===== src/fpcc_params.svh =====
/*
 Constants of the front panel console controller.
 Assumes a 25 MHz system clock.
*/
`ifndef FPCC_PARAMS_SVH
`define FPCC_PARAMS_SVH
`define FPCC_CLK_HZ 25000000
`define FPCC_DEBOUNCE_MS 10
`define FPCC_DEBOUNCE_CYCLES ((`FPCC_CLK_HZ / 1000) * `FPCC_DEBOUNCE_MS)
`define FPCC_SLOW_HZ 2
`define FPCC_SLOW_CYCLES (`FPCC_CLK_HZ / `FPCC_SLOW_HZ)
`define FPCC_CNT_W 24
`define FPCC_SENSE_PORT 8'hFF
`define FPCC_REG_CTRL 8'h00
`define FPCC_REG_STATUS 8'h04
`define FPCC_REG_ADDR 8'h08
`define FPCC_CTRL_INSTR_BIT 0
`define FPCC_CTRL_RESET 1'h0
`define FPCC_STAT_RUN_BIT 0
`define FPCC_STAT_BUSY_BIT 1
`define FPCC_ADDR_RESET 16'h0000
`endif


===== src/fpcc_pkg.sv =====
/*
 Types of the front panel console controller.
 Assumes fpcc_params.svh is on the include path.
*/
`include "fpcc_params.svh"
package fpcc_pkg;
    // Momentary and held panel switches, one bit each.
    typedef struct packed {
        logic run;
        logic stop;
        logic step;
        logic slow;
        logic examine;
        logic examineFollowing;
        logic deposit;
        logic depositFollowing;
        logic reset;
        logic busClearRequest;
        logic protect;
        logic unprotect;
        logic accDisplay;
        logic accLoad;
        logic ioIn;
        logic ioOut;
    } fpcc_sw_s;
    // Processor status lines, also the status lamps.
    typedef struct packed {
        logic memRead;
        logic opcodeFetch;
        logic ioIn;
        logic ioOut;
        logic halted;
        logic stack;
        logic writeCycle;
        logic irqAck;
        logic irqEnabled;
        logic waiting;
        logic holdAck;
        logic memProtected;
    } fpcc_status_s;
    // Panel sequencer states.
    typedef enum logic [2:0] {
        PS_STOP,
        PS_RUN,
        PS_ADVANCE,
        PS_READ,
        PS_CAPTURE,
        PS_WRITE
    } fpcc_state_e;
    // All state of the controller.
    typedef struct packed {
        fpcc_state_e             state;
        fpcc_sw_s                swSync1;
        fpcc_sw_s                swSync2;
        fpcc_sw_s                swStable;
        fpcc_sw_s                cmd;
        logic [15:0]             addrSync1;
        logic [15:0]             addrSync2;
        logic [`FPCC_CNT_W-1:0]  dbCnt;
        logic [`FPCC_CNT_W-1:0]  slowCnt;
        logic                    powerUp;
        logic                    stepByInstr;
        logic                    showAcc;
        logic [7:0]              dataHold;
        logic                    cpuHold;
        logic                    cpuAdvance;
        logic                    cpuReset;
        logic                    busClear;
        logic [15:0]             memAddr;
        logic [7:0]              memWrData;
        logic                    memRdStb;
        logic                    memWrStb;
        logic                    protectStb;
        logic                    unprotectStb;
        logic                    accLoadStb;
        logic [7:0]              accLoadData;
        logic                    ioInStb;
        logic                    ioOutStb;
        logic [7:0]              ioPort;
        logic [7:0]              senseData;
        logic                    senseValid;
        logic [15:0]             addrLamps;
        logic [7:0]              dataLamps;
        fpcc_status_s            statusLamps;
        logic [31:0]             regRdData;
    } fpcc_regs_s;
endpackage


===== src/fpcc_top.sv =====
/*
 Front panel console controller: switches and lamps on one
 side, processor and system bus strobes on the other.
 Assumes processor and memory run on ref_clk; switches are
 asynchronous pins.
*/
// Chosen here: the register addresses and the address-and-strobe port.
// Summary of operation
// - Run mode ignores all but stop and reset.
// - Stop holds processor waiting, enables panel.
// - Step releases one machine or instruction cycle.
// - Slow steps about twice per second.
// - Examine reads switch address, shows byte.
// - Examine following reads next address.
// - Deposit writes low switches at address.
// - Deposit following writes at next address.
// - Reset clears counter and interrupt enable.
// - Bus clear drives clear onto bus.
// - Protect guards addressed board against writes.
// - Unprotect allows memory changes again.
// - Accumulator display shows accumulator on lamps.
// - Accumulator load copies low switches.
// - Input moves device byte into accumulator.
// - Output sends accumulator to device.
// - Switch up reads one, down zero.
// - Panel port input returns upper switches.
// - Status lamps follow processor status lines.
// - Address lamps show processor address in run, panel address otherwise.
// - Data lamps show carried byte.
// - Power-up resets processor, holds it waiting.
`timescale 1ns/1ps
`default_nettype none
`include "fpcc_params.svh"
module fpcc_top
    import fpcc_pkg::*;
#(
    parameter int unsigned DEBOUNCE_CYCLES = `FPCC_DEBOUNCE_CYCLES,
    parameter int unsigned SLOW_CYCLES     = `FPCC_SLOW_CYCLES
)(
    input  wire logic         ref_clk,
    input  wire logic         rst_n,
    input  wire fpcc_sw_s     swIn,
    input  wire logic [15:0]  addrSwIn,
    input  wire fpcc_status_s cpuStatus,
    input  wire logic         cycleStart,
    input  wire logic [15:0]  cpuAddr,
    input  wire logic [7:0]   cpuData,
    input  wire logic [7:0]   accValue,
    input  wire logic         ioRdStb,
    input  wire logic [7:0]   ioRdPort,
    input  wire logic [7:0]   memRdData,
    input  wire logic [7:0]   regAddr,
    input  wire logic [31:0]  regWrData,
    input  wire logic         regWr,
    input  wire logic         regRd,
    output wire logic [31:0]  regRdData,
    output wire logic         cpuHold,
    output wire logic         cpuAdvance,
    output wire logic         cpuReset,
    output wire logic         busClear,
    output wire logic [15:0]  memAddr,
    output wire logic [7:0]   memWrData,
    output wire logic         memRdStb,
    output wire logic         memWrStb,
    output wire logic         protectStb,
    output wire logic         unprotectStb,
    output wire logic         accLoadStb,
    output wire logic [7:0]   accLoadData,
    output wire logic         ioInStb,
    output wire logic         ioOutStb,
    output wire logic [7:0]   ioPort,
    output wire logic [7:0]   senseData,
    output wire logic         senseValid,
    output wire logic [15:0]  addrLamps,
    output wire logic [7:0]   dataLamps,
    output wire fpcc_status_s statusLamps
);
    // Last counts of the two timers, at counter width.
    localparam logic [`FPCC_CNT_W-1:0] DB_LAST =
        `FPCC_CNT_W'(DEBOUNCE_CYCLES - 1);
    localparam logic [`FPCC_CNT_W-1:0] SLOW_LAST =
        `FPCC_CNT_W'(SLOW_CYCLES - 1);

    // Counters are fixed width, so larger periods are refused.
    if (DEBOUNCE_CYCLES < 2 || DEBOUNCE_CYCLES > (1 << `FPCC_CNT_W) ||
        SLOW_CYCLES < 2 || SLOW_CYCLES > (1 << `FPCC_CNT_W))
    begin : g_bad_period
        $error("fpcc_top: timer period outside counter range");
    end

    fpcc_regs_s st;     // Registered state.
    fpcc_regs_s next_st; // Next state.
    logic       slowTick; // One cycle of the slow rate.

    // Every output is a field of the state register.
    assign regRdData    = st.regRdData;
    assign cpuHold      = st.cpuHold;
    assign cpuAdvance   = st.cpuAdvance;
    assign cpuReset     = st.cpuReset;
    assign busClear     = st.busClear;
    assign memAddr      = st.memAddr;
    assign memWrData    = st.memWrData;
    assign memRdStb     = st.memRdStb;
    assign memWrStb     = st.memWrStb;
    assign protectStb   = st.protectStb;
    assign unprotectStb = st.unprotectStb;
    assign accLoadStb   = st.accLoadStb;
    assign accLoadData  = st.accLoadData;
    assign ioInStb      = st.ioInStb;
    assign ioOutStb     = st.ioOutStb;
    assign ioPort       = st.ioPort;
    assign senseData    = st.senseData;
    assign senseValid   = st.senseValid;
    assign addrLamps    = st.addrLamps;
    assign dataLamps    = st.dataLamps;
    assign statusLamps  = st.statusLamps;

    // Next-state logic of the whole panel.
    always_comb
    begin
        next_st = st;
        slowTick = 1'b0;
        // Strobes last one cycle unless set below.
        next_st.cpuAdvance   = 1'b0;
        next_st.cpuReset     = 1'b0;
        next_st.memRdStb     = 1'b0;
        next_st.memWrStb     = 1'b0;
        next_st.protectStb   = 1'b0;
        next_st.unprotectStb = 1'b0;
        next_st.accLoadStb   = 1'b0;
        next_st.ioInStb      = 1'b0;
        next_st.ioOutStb     = 1'b0;
        next_st.senseValid   = 1'b0;
        next_st.regRdData    = 32'h0000_0000;
        next_st.cmd          = '0;

        // Two flip-flops on every switch pin; up reads as one.
        next_st.swSync1   = swIn;
        next_st.swSync2   = st.swSync1;
        next_st.addrSync1 = addrSwIn;
        next_st.addrSync2 = st.addrSync1;

        // Sampling at the debounce period outlasts contact
        // bounce, so each press rises exactly once.
        if (st.dbCnt == DB_LAST)
        begin
            next_st.dbCnt    = '0;
            next_st.swStable = st.swSync2;
            next_st.cmd      = fpcc_sw_s'(st.swSync2 & ~st.swStable);
        end
        else
        begin
            next_st.dbCnt = st.dbCnt + 1'b1;
        end

        // Slow rate timer runs only while slow is held.
        if (st.swStable.slow && st.state != PS_RUN)
        begin
            if (st.slowCnt == SLOW_LAST)
            begin
                next_st.slowCnt = '0;
                slowTick = 1'b1;
            end
            else
            begin
                next_st.slowCnt = st.slowCnt + 1'b1;
            end
        end
        else
        begin
            next_st.slowCnt = '0;
        end

        // First cycle after reset resets the processor.
        if (st.powerUp)
        begin
            next_st.powerUp  = 1'b0;
            next_st.cpuReset = 1'b1;
        end
        // Reset works in every state, run included.
        if (st.cmd.reset)
        begin
            next_st.cpuReset = 1'b1;
        end

        // Bus clear follows the held switch, not in run.
        next_st.busClear = st.swStable.busClearRequest && st.state != PS_RUN;

        case (st.state)
            PS_RUN:
            begin
                // Only stop leaves run; other commands but reset are dropped.
                if (st.cmd.stop)
                begin
                    next_st.state   = PS_STOP;
                    next_st.cpuHold = 1'b1;
                end
            end
            PS_STOP:
            begin
                // One command at a time, fixed priority.
                if (st.cmd.run)
                begin
                    next_st.state   = PS_RUN;
                    next_st.cpuHold = 1'b0;
                    next_st.showAcc = 1'b0;
                end
                else if (st.cmd.step)
                begin
                    next_st.state      = PS_ADVANCE;
                    next_st.cpuAdvance = 1'b1;
                end
                else if (st.cmd.examine)
                begin
                    next_st.memAddr  = st.addrSync2;
                    next_st.memRdStb = 1'b1;
                    next_st.state    = PS_READ;
                    next_st.showAcc  = 1'b0;
                end
                else if (st.cmd.examineFollowing)
                begin
                    next_st.memAddr  = st.memAddr + 16'h0001;
                    next_st.memRdStb = 1'b1;
                    next_st.state    = PS_READ;
                    next_st.showAcc  = 1'b0;
                end
                else if (st.cmd.deposit)
                begin
                    next_st.memWrData = st.addrSync2[7:0];
                    next_st.state     = PS_WRITE;
                    next_st.showAcc   = 1'b0;
                end
                else if (st.cmd.depositFollowing)
                begin
                    next_st.memAddr   = st.memAddr + 16'h0001;
                    next_st.memWrData = st.addrSync2[7:0];
                    next_st.state     = PS_WRITE;
                    next_st.showAcc   = 1'b0;
                end
                else if (st.cmd.protect)
                begin
                    next_st.protectStb = 1'b1;
                end
                else if (st.cmd.unprotect)
                begin
                    next_st.unprotectStb = 1'b1;
                end
                else if (st.cmd.accDisplay)
                begin
                    next_st.showAcc = 1'b1;
                end
                else if (st.cmd.accLoad)
                begin
                    next_st.accLoadStb  = 1'b1;
                    next_st.accLoadData = st.addrSync2[7:0];
                end
                else if (st.cmd.ioIn)
                begin
                    next_st.ioInStb = 1'b1;
                    next_st.ioPort  = st.addrSync2[15:8];
                end
                else if (st.cmd.ioOut)
                begin
                    next_st.ioOutStb = 1'b1;
                    next_st.ioPort   = st.addrSync2[15:8];
                end
                else if (slowTick)
                begin
                    next_st.state      = PS_ADVANCE;
                    next_st.cpuAdvance = 1'b1;
                end
            end
            PS_ADVANCE:
            begin
                // A boundary in the advance cycle is stale.
                if (cycleStart && !st.cpuAdvance)
                begin
                    if (!st.stepByInstr || cpuStatus.opcodeFetch)
                    begin
                        next_st.state = PS_STOP;
                    end
                    else
                    begin
                        next_st.cpuAdvance = 1'b1;
                    end
                end
            end
            PS_READ:
            begin
                // Memory answers the cycle after the strobe.
                next_st.state = PS_CAPTURE;
            end
            PS_CAPTURE:
            begin
                next_st.dataHold = memRdData;
                next_st.state    = PS_STOP;
            end
            PS_WRITE:
            begin
                // The board now sees the new address, so its
                // protect status is current for this write.
                if (!cpuStatus.memProtected)
                begin
                    next_st.memWrStb = 1'b1;
                    next_st.dataHold = st.memWrData;
                end
                next_st.state = PS_STOP;
            end
            default:
            begin
                next_st.state = PS_STOP;
            end
        endcase

        // Lamps follow the processor in run, the panel otherwise.
        if (st.state == PS_RUN)
        begin
            next_st.addrLamps = cpuAddr;
            next_st.dataLamps = cpuData;
        end
        else
        begin
            next_st.addrLamps = st.memAddr;
            next_st.dataLamps = st.showAcc ? accValue : st.dataHold;
        end
        next_st.statusLamps = cpuStatus;

        // Panel port answers with the upper switches.
        if (ioRdStb && ioRdPort == `FPCC_SENSE_PORT)
        begin
            next_st.senseValid = 1'b1;
            next_st.senseData  = st.addrSync2[15:8];
        end

        // Register port: write now, read data next cycle.
        if (regWr && regAddr == `FPCC_REG_CTRL)
        begin
            next_st.stepByInstr = regWrData[`FPCC_CTRL_INSTR_BIT];
        end
        if (regRd)
        begin
            case (regAddr)
                `FPCC_REG_CTRL:
                    next_st.regRdData[`FPCC_CTRL_INSTR_BIT] = st.stepByInstr;
                `FPCC_REG_STATUS:
                begin
                    next_st.regRdData[`FPCC_STAT_RUN_BIT]  = st.state == PS_RUN;
                    next_st.regRdData[`FPCC_STAT_BUSY_BIT] =
                        st.state != PS_RUN && st.state != PS_STOP;
                end
                `FPCC_REG_ADDR:
                    next_st.regRdData[15:0] = st.memAddr;
                default:
                    next_st.regRdData = 32'h0000_0000;
            endcase
        end
    end

    // State register; reset lands stopped with the processor held.
    always_ff @(posedge ref_clk or negedge rst_n)
    begin
        if (!rst_n)
        begin
            st             <= '0;
            st.state       <= PS_STOP;
            st.powerUp     <= 1'b1;
            st.cpuHold     <= 1'b1;
            st.memAddr     <= `FPCC_ADDR_RESET;
            st.stepByInstr <= `FPCC_CTRL_RESET;
        end
        else
        begin
            st <= next_st;
        end
    end

    // Run mode issues no memory, accumulator, I/O or advance strobes.
    property p_run_quiet;
        @(posedge ref_clk) disable iff (!rst_n)
        st.state == PS_RUN |-> !(st.memRdStb || st.memWrStb ||
            st.accLoadStb || st.ioInStb || st.ioOutStb || st.cpuAdvance);
    endproperty
    a_run_quiet: assert property (p_run_quiet)
        else $error("panel strobe in run");

    // Stop keeps the processor held.
    property p_stop_hold;
        @(posedge ref_clk) disable iff (!rst_n)
        st.state == PS_STOP |-> st.cpuHold && !st.cpuAdvance;
    endproperty
    a_stop_hold: assert property (p_stop_hold)
        else $error("processor not held in stop");

    // An advance pulse is single and held around it.
    property p_step_once;
        @(posedge ref_clk) disable iff (!rst_n)
        st.cpuAdvance |-> st.cpuHold ##1 !st.cpuAdvance;
    endproperty
    a_step_once: assert property (p_step_once)
        else $error("advance pulse too long");

    // Examine reads the switch address and shows the byte.
    property p_examine;
        @(posedge ref_clk) disable iff (!rst_n)
        st.state == PS_STOP && $onehot(st.cmd) && st.cmd.examine
        |=> st.memRdStb && st.memAddr == $past(st.addrSync2)
        ##2 st.dataHold == $past(memRdData);
    endproperty
    a_examine: assert property (p_examine)
        else $error("examine failed");

    // Examine following advances the address by one.
    property p_examine_following;
        @(posedge ref_clk) disable iff (!rst_n)
        st.state == PS_STOP && $onehot(st.cmd) && st.cmd.examineFollowing
        |=> st.memRdStb && st.memAddr == $past(st.memAddr) + 16'h0001;
    endproperty
    a_examine_following: assert property (p_examine_following)
        else $error("examine following address wrong");

    // Deposit writes the low switches at the held address.
    property p_deposit;
        @(posedge ref_clk) disable iff (!rst_n)
        st.state == PS_STOP && $onehot(st.cmd) && st.cmd.deposit
        |=> st.memAddr == $past(st.memAddr) &&
            st.memWrData == $past(st.addrSync2[7:0]) && st.state == PS_WRITE;
    endproperty
    a_deposit: assert property (p_deposit)
        else $error("deposit data or address wrong");

    // No write strobe toward a protected board.
    property p_protect;
        @(posedge ref_clk) disable iff (!rst_n)
        st.memWrStb |-> !$past(cpuStatus.memProtected);
    endproperty
    a_protect: assert property (p_protect)
        else $error("write to protected memory");

    // Reset switch pulses the processor reset.
    property p_reset_sw;
        @(posedge ref_clk) disable iff (!rst_n)
        st.cmd.reset |=> st.cpuReset;
    endproperty
    a_reset_sw: assert property (p_reset_sw)
        else $error("reset switch ignored");

    // Panel port input returns the upper switches.
    property p_sense;
        @(posedge ref_clk) disable iff (!rst_n)
        ioRdStb && ioRdPort == `FPCC_SENSE_PORT
        |=> st.senseValid && st.senseData == $past(st.addrSync2[15:8]);
    endproperty
    a_sense: assert property (p_sense)
        else $error("sense data wrong");

    // Status lamps follow status lines one cycle later.
    property p_status;
        @(posedge ref_clk) disable iff (!rst_n)
        rst_n |=> st.statusLamps == $past(cpuStatus);
    endproperty
    a_status: assert property (p_status)
        else $error("status lamps stale");

    // First cycle after reset resets the processor, held.
    property p_power_up;
        @(posedge ref_clk) disable iff (!rst_n)
        rst_n && st.powerUp |=> st.cpuReset && st.cpuHold && st.memAddr == 16'h0000;
    endproperty
    a_power_up: assert property (p_power_up)
        else $error("power-up reset missing");

    // A command pulse lasts one cycle.
    property p_one_pulse;
        @(posedge ref_clk) disable iff (!rst_n)
        st.cmd != '0 |=> st.cmd == '0;
    endproperty
    a_one_pulse: assert property (p_one_pulse)
        else $error("command pulse too long");
endmodule
`default_nettype wire


===== config.mk =====
export PLATFORM = sky130hd
export DESIGN_NAME = fpcc_top
export DESIGN_NICKNAME = d
export VERILOG_FILES = /design/src/fpcc_pkg.sv /design/src/fpcc_top.sv
export VERILOG_INCLUDE_DIRS = /design/src /design/src/src
export SDC_FILE = /design/constraint.sdc
export NUM_CORES = 1
export LEC_CHECK = 0
export ABC_AREA = 0
export BUFFER_PORTS_ARGS = -buffer_cell sky130_fd_sc_hd__buf_2
export CORE_UTILIZATION = 55
export CTS_BUF_LIST = sky130_fd_sc_hd__clkbuf_4
export CTS_CLUSTER_SIZE = 25
export DETAILED_ROUTE_END_ITERATION = 8
export PLACE_DENSITY_LB_ADDON = 0.05
export SETUP_SLACK_MARGIN = 0.02
export SYNTH_ARGS = -nofsm -noshare
export SYNTH_HDL_FRONTEND = slang
export SYNTH_SLANG_ARGS = --single-unit

===== constraint.sdc =====
create_clock -name ref_clk -period 2.85 [get_ports ref_clk]
set_input_delay 0.285 -clock ref_clk [delete_from_list [all_inputs] [get_ports ref_clk]]
set_output_delay 0.285 -clock ref_clk [all_outputs]
set_load 0.02 [all_outputs]

==> flow_metrics.py, run 1 <==
metrics = {
    "drt": {
        "num_vias": 7581,
        "ant_nets": 0,
        "drt-wirelength-per-cell_um": 14.6,
        "drt_wl_total_um": 22700,
        "drtIter0Drc": 293,
        "dr.pass1.iters": 4,
        "vias_per_cell": 4.89,
        "drcViolationCount": 0,
    },
    "layout": {
        "nets": 1374,
        "syn_to_final_growth_pct": 21.9,
        "fill_cells": 1526,
        "drive_above_1_share_pct": 31.7,
    },
    "cts": {
        "insertion_delay_ns": 0.64,
        "cts_max_level": 3,
        "clock-sinks": 268,
        "cts_buffers": 70,
        "cts_tree": "yes",
        "path_clk_slew_ns": 0.07,
        "cts_setup_buffers": 0,
        "clockBufferDepth": 3,
        "cts_root_buffer": "clkbuf_4",
        "cts_resized": 0,
    },
    "synthesis": {
        "synth_cells": 971,
        "avgSynthCellArea_sq_um": 11.4,
        "yosysTopAreaCell": "dfrtp_1",
        "synth-main-ff-cell": "dfrtp_1",
        "yosysWarnings": 0,
        "synth-seq-cells": 268,
        "syn_area_sq_mm": 0.0111,
        "synth.area.top_cells": "dfrtp_1, buf_4, nand2_1, mux2_2, nor2_1",
        "yosysSeqAreaShare_pct": 60.4,
        "async_flop_share_pct": 100,
        "yosys.cell_types.count": 56,
        "yosysTopAreaCellShare_pct": 60.0,
        "synth_edf_count": 0,
    },
    "placed_design": {
        "io_buffer_count": 218,
        "place_hpwl_um": 14700,
        "pre_cts_ws_ns": 0.546,
        "gp_congestion": 0.786,
    },
    "setup_path": {
        "path_class": "flip-flop to flip-flop",
        "cp.required_ns": 3.36,
        "path_max_fanout": 12,
        "critPathCaptureType": "flip-flop",
        "start_kind": "flip-flop",
        "worstPathArrival_ns": 2.81,
    },
    "global_routing": {
        "grt_pass1_wl_um": 36500,
        "overflow": 0,
        "grt_pass1_vias": 7427,
        "grt_start_max_net_pins": 94,
        "antenna_found_initial": 1,
        "grt.total_usage_pct": 22.7,
    },
    "sta": {
        "fin_crit_sh_pct": 80.9,
        "rsz0062_at_grt": "no",
        "slew_violations": 0,
        "relSlewSlack_pct": 53.3,
        "period_needed_ns": 2.30,
        "fin_ws_ns": 0.545,
        "fmax_mhz": 434,
        "finalSetupTns_ns": 0,
        "setup_viol": 0,
        "skew_ns": 0.0274,
        "worst_pin_slew_ns": 0.700,
        "fin_hold_ws_ns": 0.0772,
        "hold_viol": 0,
    },
    "power_and_ir_drop": {
        "power_mw": 7.54,
        "power_density_mw_per_mm2": 557,
        "vdd_drop_max_mv": 0.351,
        "p_leak_nw": 6.93,
    },
    "floorplanning": {
        "die_h_um": 144,
        "dieArea_sq_mm": 0.0208,
        "start_util_pct": 56.5,
        "rows": 51,
        "ios": 266,
        "core_area_sq_mm": 0.0197,
        "die_w_um": 144,
    },
    "min_path": {
        "hold_path_class": "input pin to flip-flop",
    },
    "flow_run": {
        "max_cap_violations": 0,
    },
    "run_status": {
        "outcome": "complete, no violations",
    },
}
==> repair_timing <==
item,4_1_cts,5_1_grt
setup endpoints to repair,0,0
endpoints found under the hold margin,171,0
hold buffers,95,0
==> path summary, 6_finish.rpt <==
path	from	endpoint	slack (ns)	cells past startpoint
setup reg to reg	st[283]	ioPort[7]	0.55	5
hold / removal	regAddr[3]	regRdData[0]	0.08	4
max in group asynchronous	rst_n	st[153]	1.74	3
hold reg to reg	next_st[202]	st[202]	0.33	0
min in group asynchronous	rst_n	next_st[265]	0.24	2
setup / recovery	st[283]	ioPort[7]	0.55	5
==> cells in the mapped netlist (all sizes together), types with 3 or more instances <==
library cell,instances
inv,14
o21ai,18
or4,5
mux2,33
a41oi,3
dfrtp,266
o22ai,6
or2,3
nor3,18
and2,18
buf,131
a31oi,5
nor2,79
xor2,15
xnor2,27
mux2i,21
a21o,4
nand4,14
nand3,20
a211oi,3
a22oi,6
clkbuf,21
nand2,142
a21oi,22
nor3b,19
and4,9
and3,11
ha,3
nor4,11
==> cells by family after synthesis <==
logic type / synth area share (%)
simple gates: 16.4
fa+ha+maj: 0.338
other cells: 0.0338
xor+xnor: 3.31
mux: 5.24
buf+inv: 9.78
compound gates: 4.41
flops: 60.4
==> per-layer routing <==
layer	track usage (%)	part of all wire (%)
met4	9.07	2.0
met1	28.9	44
met5	0	0
met3	5.46	6.3
met2	37.4	48
==> layout make-up <==
type	count	area, sq um	share of cell area [%]
clock buffers	107	803	5.94
diodes	1	2.50	0.0185
well taps	265	332	2.45
clock inverters	16	61.3	0.453
inverters	14	52.6	0.388
repair buffers	326	2190	16.2
flip-flops and latches	268	6710	49.6
multi-input cells	553	3380	25.0
==> metrics by stage <==
stage	area, sq um	utilization (%)	std cells
6_report	13500	68.8	1550
5_1_grt	13500	68.8	1550
4_1_cts	13500	68.8	1549
3_5_place_dp	11700	59.6	1331
3_3_place_gp	11700	59.6	1331
2_1_floorplan	11200	-	987
==> state kept, by name (all words and copies together), names as in the netlist, 8 cells and up <==
name and count:
dataLamps 8, regRdData 16, memAddr 16, next_st 32
accLoadData 8, st 124, statusLamps 12, addrLamps 16
senseData 8, memWrData 8, ioPort 8
==> layout by cell type (no fill, tap or decap), types with 4 or more instances in the layout <==
cell,count
nand2_1,142
inv_2,4
or4_1,4
xnor2_1,27
clkinv_1,11
dfrtp_1,266
buf_2,217
nor3_1,17
conb_1,17
a21o_1,4
and3_1,11
and4_1,9
nor3b_1,4
and2_1,18
nor4_1,8
mux2i_1,21
nand4_1,14
clkbuf_4,107
nor3b_2,15
nand3_1,20
buf_4,10
dlygate4sd3_1,95
a21oi_1,22
a31oi_1,5
xor2_1,15
o21ai_0,16
inv_1,14
mux2_2,33
a22oi_1,6
nor2_1,77
o22ai_1,6
==> worst max-delay path, cell delays in order (launching register included) <==
cell	delay, ns
dfrtp_1	0.52
nor4_2	0.41
and3_1	0.28
nand2_1	0.10
nor2_2	0.47
mux2_2	0.40
==> where the power goes <==
| group | internal [mW] | leakage, nW | total, mW | switching, mW |
|---|---|---|---|---|
| logic | 0.213 | 2.86 | 0.450 | 0.237 |
| registers | 3.87 | 3.54 | 3.92 | 0.0503 |
| clock network | 1.71 | 0.530 | 3.17 | 1.46 |
Power figures use the tool's default switching activity.
==> run 2, diff against run 1 <==
--- a/config.mk
+++ b/config.mk
@@ -8,7 +8,7 @@
 export LEC_CHECK = 0
 export ABC_AREA = 0
 export BUFFER_PORTS_ARGS = -buffer_cell sky130_fd_sc_hd__buf_2
-export CORE_UTILIZATION = 55
+export CORE_UTILIZATION = 50
 export CTS_BUF_LIST = sky130_fd_sc_hd__clkbuf_4
 export CTS_CLUSTER_SIZE = 25
 export DETAILED_ROUTE_END_ITERATION = 8
==> constraint.sdc (replaced) <==
create_clock -name ref_clk -period 2.1 [get_ports ref_clk]
set_input_delay 0.21 -clock ref_clk [delete_from_list [all_inputs] [get_ports ref_clk]]
set_output_delay 0.21 -clock ref_clk [all_outputs]
set_load 0.02 [all_outputs]
==> run 2 against run 1 <==
  * Final cell count is 2.7% higher
  * Sequential power is 35% higher
  * Critical path depth stayed put
  * Core utilization is 5.4 points lower
  * Non-clock buffer count is 34 higher
  * Critical path type unchanged
  * Critical endpoint is now memAddr[2]
  * Highest routed layer unchanged
==> flow_metrics.py, run 2 (synthesis results as in run 1) <==
metrics = {
    "floorplanning": {
        "dieArea_sq_mm": 0.0228,
        "die_h_um": 151,
        "ios": 266,
        "start_util_pct": 50.9,
        "rows": 54,
        "core_area_sq_mm": 0.0218,
        "die_w_um": 151,
    },
    "global_routing": {
        "overflow": 0,
        "grt.total_usage_pct": 21.4,
        "grt_pass1_vias": 7695,
        "grt_start_max_net_pins": 61,
        "grt_pass1_wl_um": 37900,
        "antenna_found_initial": 1,
    },
    "setup_path": {
        "critPathCaptureType": "flip-flop",
        "path_max_fanout": 15,
        "crit_buf_inv": 1,
        "cp.required_ns": 2.63,
        "rrSetupSlack_ns": 0.09,
        "start_kind": "flip-flop",
        "reg2reg_depth": 5,
        "critPathSlowestCell": "or4_4",
        "worstPathArrival_ns": 2.54,
        "cpPeakStageDelay_ns": 0.60,
        "cpLargestDelayFamily": "simple AND/OR/NAND/NOR gates",
        "r2r-end": "memAddr[2]",
        "path_class": "flip-flop to flip-flop",
        "r2r_start": "st[285]",
        "crit_chain": "or4_4 > a211oi_4 > buf_12 > nand2_1 > o221a_2",
    },
    "drt": {
        "num_vias": 7656,
        "drcViolationCount": 0,
        "drt-wirelength-per-cell_um": 14.7,
        "drtIter0Drc": 327,
        "vias_per_cell": 4.81,
        "dr.pass1.iters": 7,
        "drt_wl_total_um": 23400,
        "ant_nets": 0,
    },
    "sta": {
        "setup_viol": 0,
        "relSlewSlack_pct": 62.2,
        "skew_ns": 0.0330,
        "fin_hold_ws_ns": 0.0746,
        "worst_pin_slew_ns": 0.567,
        "period_needed_ns": 2.01,
        "hold_viol": 0,
        "rsz0062_at_grt": "yes",
        "fmax_mhz": 497,
        "fin_crit_sh_pct": 95.8,
        "finalSetupTns_ns": 0,
        "slew_violations": 0,
    },
    "cts": {
        "path_clk_slew_ns": 0.06,
        "clock-sinks": 268,
        "cts_buffers": 72,
        "clockBufferDepth": 3,
        "insertion_delay_ns": 0.67,
        "cts_setup_buffers": 0,
        "cts_root_buffer": "clkbuf_4",
        "cts_tree": "yes",
        "cts_max_level": 3,
    },
    "power_and_ir_drop": {
        "power_frac_clock_pct": 40.9,
        "vdd_drop_max_mv": 0.435,
        "switching_share_pct": 23.3,
        "p_leak_nw": 7.06,
        "p_seq_share_pct": 52.2,
        "p_sw_mw": 2.37,
        "intPower_mw": 7.79,
        "power_density_mw_per_mm2": 734,
        "combPwrFrac_pct": 6.8,
    },
    "layout": {
        "largest_reg_flops": 124,
        "layout_common_cells": "dfrtp_1, buf_2, nand2_1, clkbuf_4, dlygate4sd3_1",
        "final_util_pct": 63.4,
        "largest_register": "st",
        "drive_above_1_share_pct": 33.5,
        "syn_to_final_growth_pct": 24.7,
        "nets": 1410,
        "final_common_cell": "dfrtp_1",
        "fill_cells": 1800,
    },
    "placed_design": {
        "io_buffer_count": 218,
        "place_hpwl_um": 15300,
        "gp_congestion": 0.790,
    },
    "run_status": {
        "outcome": "complete, no violations",
    },
    "flow_run": {
        "max_cap_violations": 0,
    },
    "min_path": {
        "hold_path_class": "input pin to asynchronous set/reset pin",
    },
}
-- run 2: cell types whose count changed in the layout (fill, tap and decap cells not counted), sizes merged --
cell         change
buf             +33
clkbuf           -5
clkinv           -4
diode            +3
dlygate4sd3      +1
inv              -1
-- run 2: how the worst max path moves through the flow --
stage	from	endpoint	slack (ns)	cells past startpoint
CTS	st[285]	memAddr[7]	0.04	5
global route	st[285]	memAddr[7]	0.006	5
detailed placement	st[285]	memAddr[7]	0.04	5
floorplan	st[284]	ioPort[0]	0.12	6
finish	st[285]	memAddr[2]	0.09	5
global placement	st[285]	memAddr[11]	0.08	3
-- run 2: per-stage QoR --
step | setup slack, ns | cells | power [mW] | cell area, sq um
floorplan | 0.121 | 987 | 5.67 | 11200
global placement | 0.0799 | 1379 | 5.95 | 12000
detailed placement | 0.0404 | 1379 | 5.95 | 12000
CTS | 0.0423 | 1588 | 10.3 | 13800
global route | 0.00563 | 1589 | 10.7 | 13800
finish | 0.0883 | 1592 | 10.2 | 13800
-- run 2: layout make-up --
type,instances,area [sq um],share of cell area [%]
Clock buffer,102,766,5.53
Sequential cell,268,6710,48.5
Multi-Input combinational cell,553,3410,24.6
Inverter,14,52.6,0.380
Clock inverter,11,41.3,0.298
Tap cell,280,350,2.53
Timing Repair Buffer,360,2510,18.1
Antenna cell,4,10.0,0.0723
-- run 2: timing repair --
action | CTS | global route
resized for setup | 0 | 6
hold buffers | 96 | 0
endpoints found under the hold margin | 324 | 0
endpoints found under the setup margin | 0 | 39
-- run 2: layer usage --
layer  GRT usage, %  share of wire [%]
met1           27.4                 44
met2           35.6                 49
met3           5.06                5.6
met4           7.20                1.4
met5              0                  0
-- run 2: power groups by stage --
stage	registers (mW)	logic (mW)	clock network, mW
6_report	5.31	0.693	4.16
5_1_grt	5.31	0.770	4.61
4_1_cts	5.31	0.695	4.32
2_1_floorplan	5.38	0.290	0
3_3_place_gp	5.40	0.552	0
3_5_place_dp	5.40	0.552	0
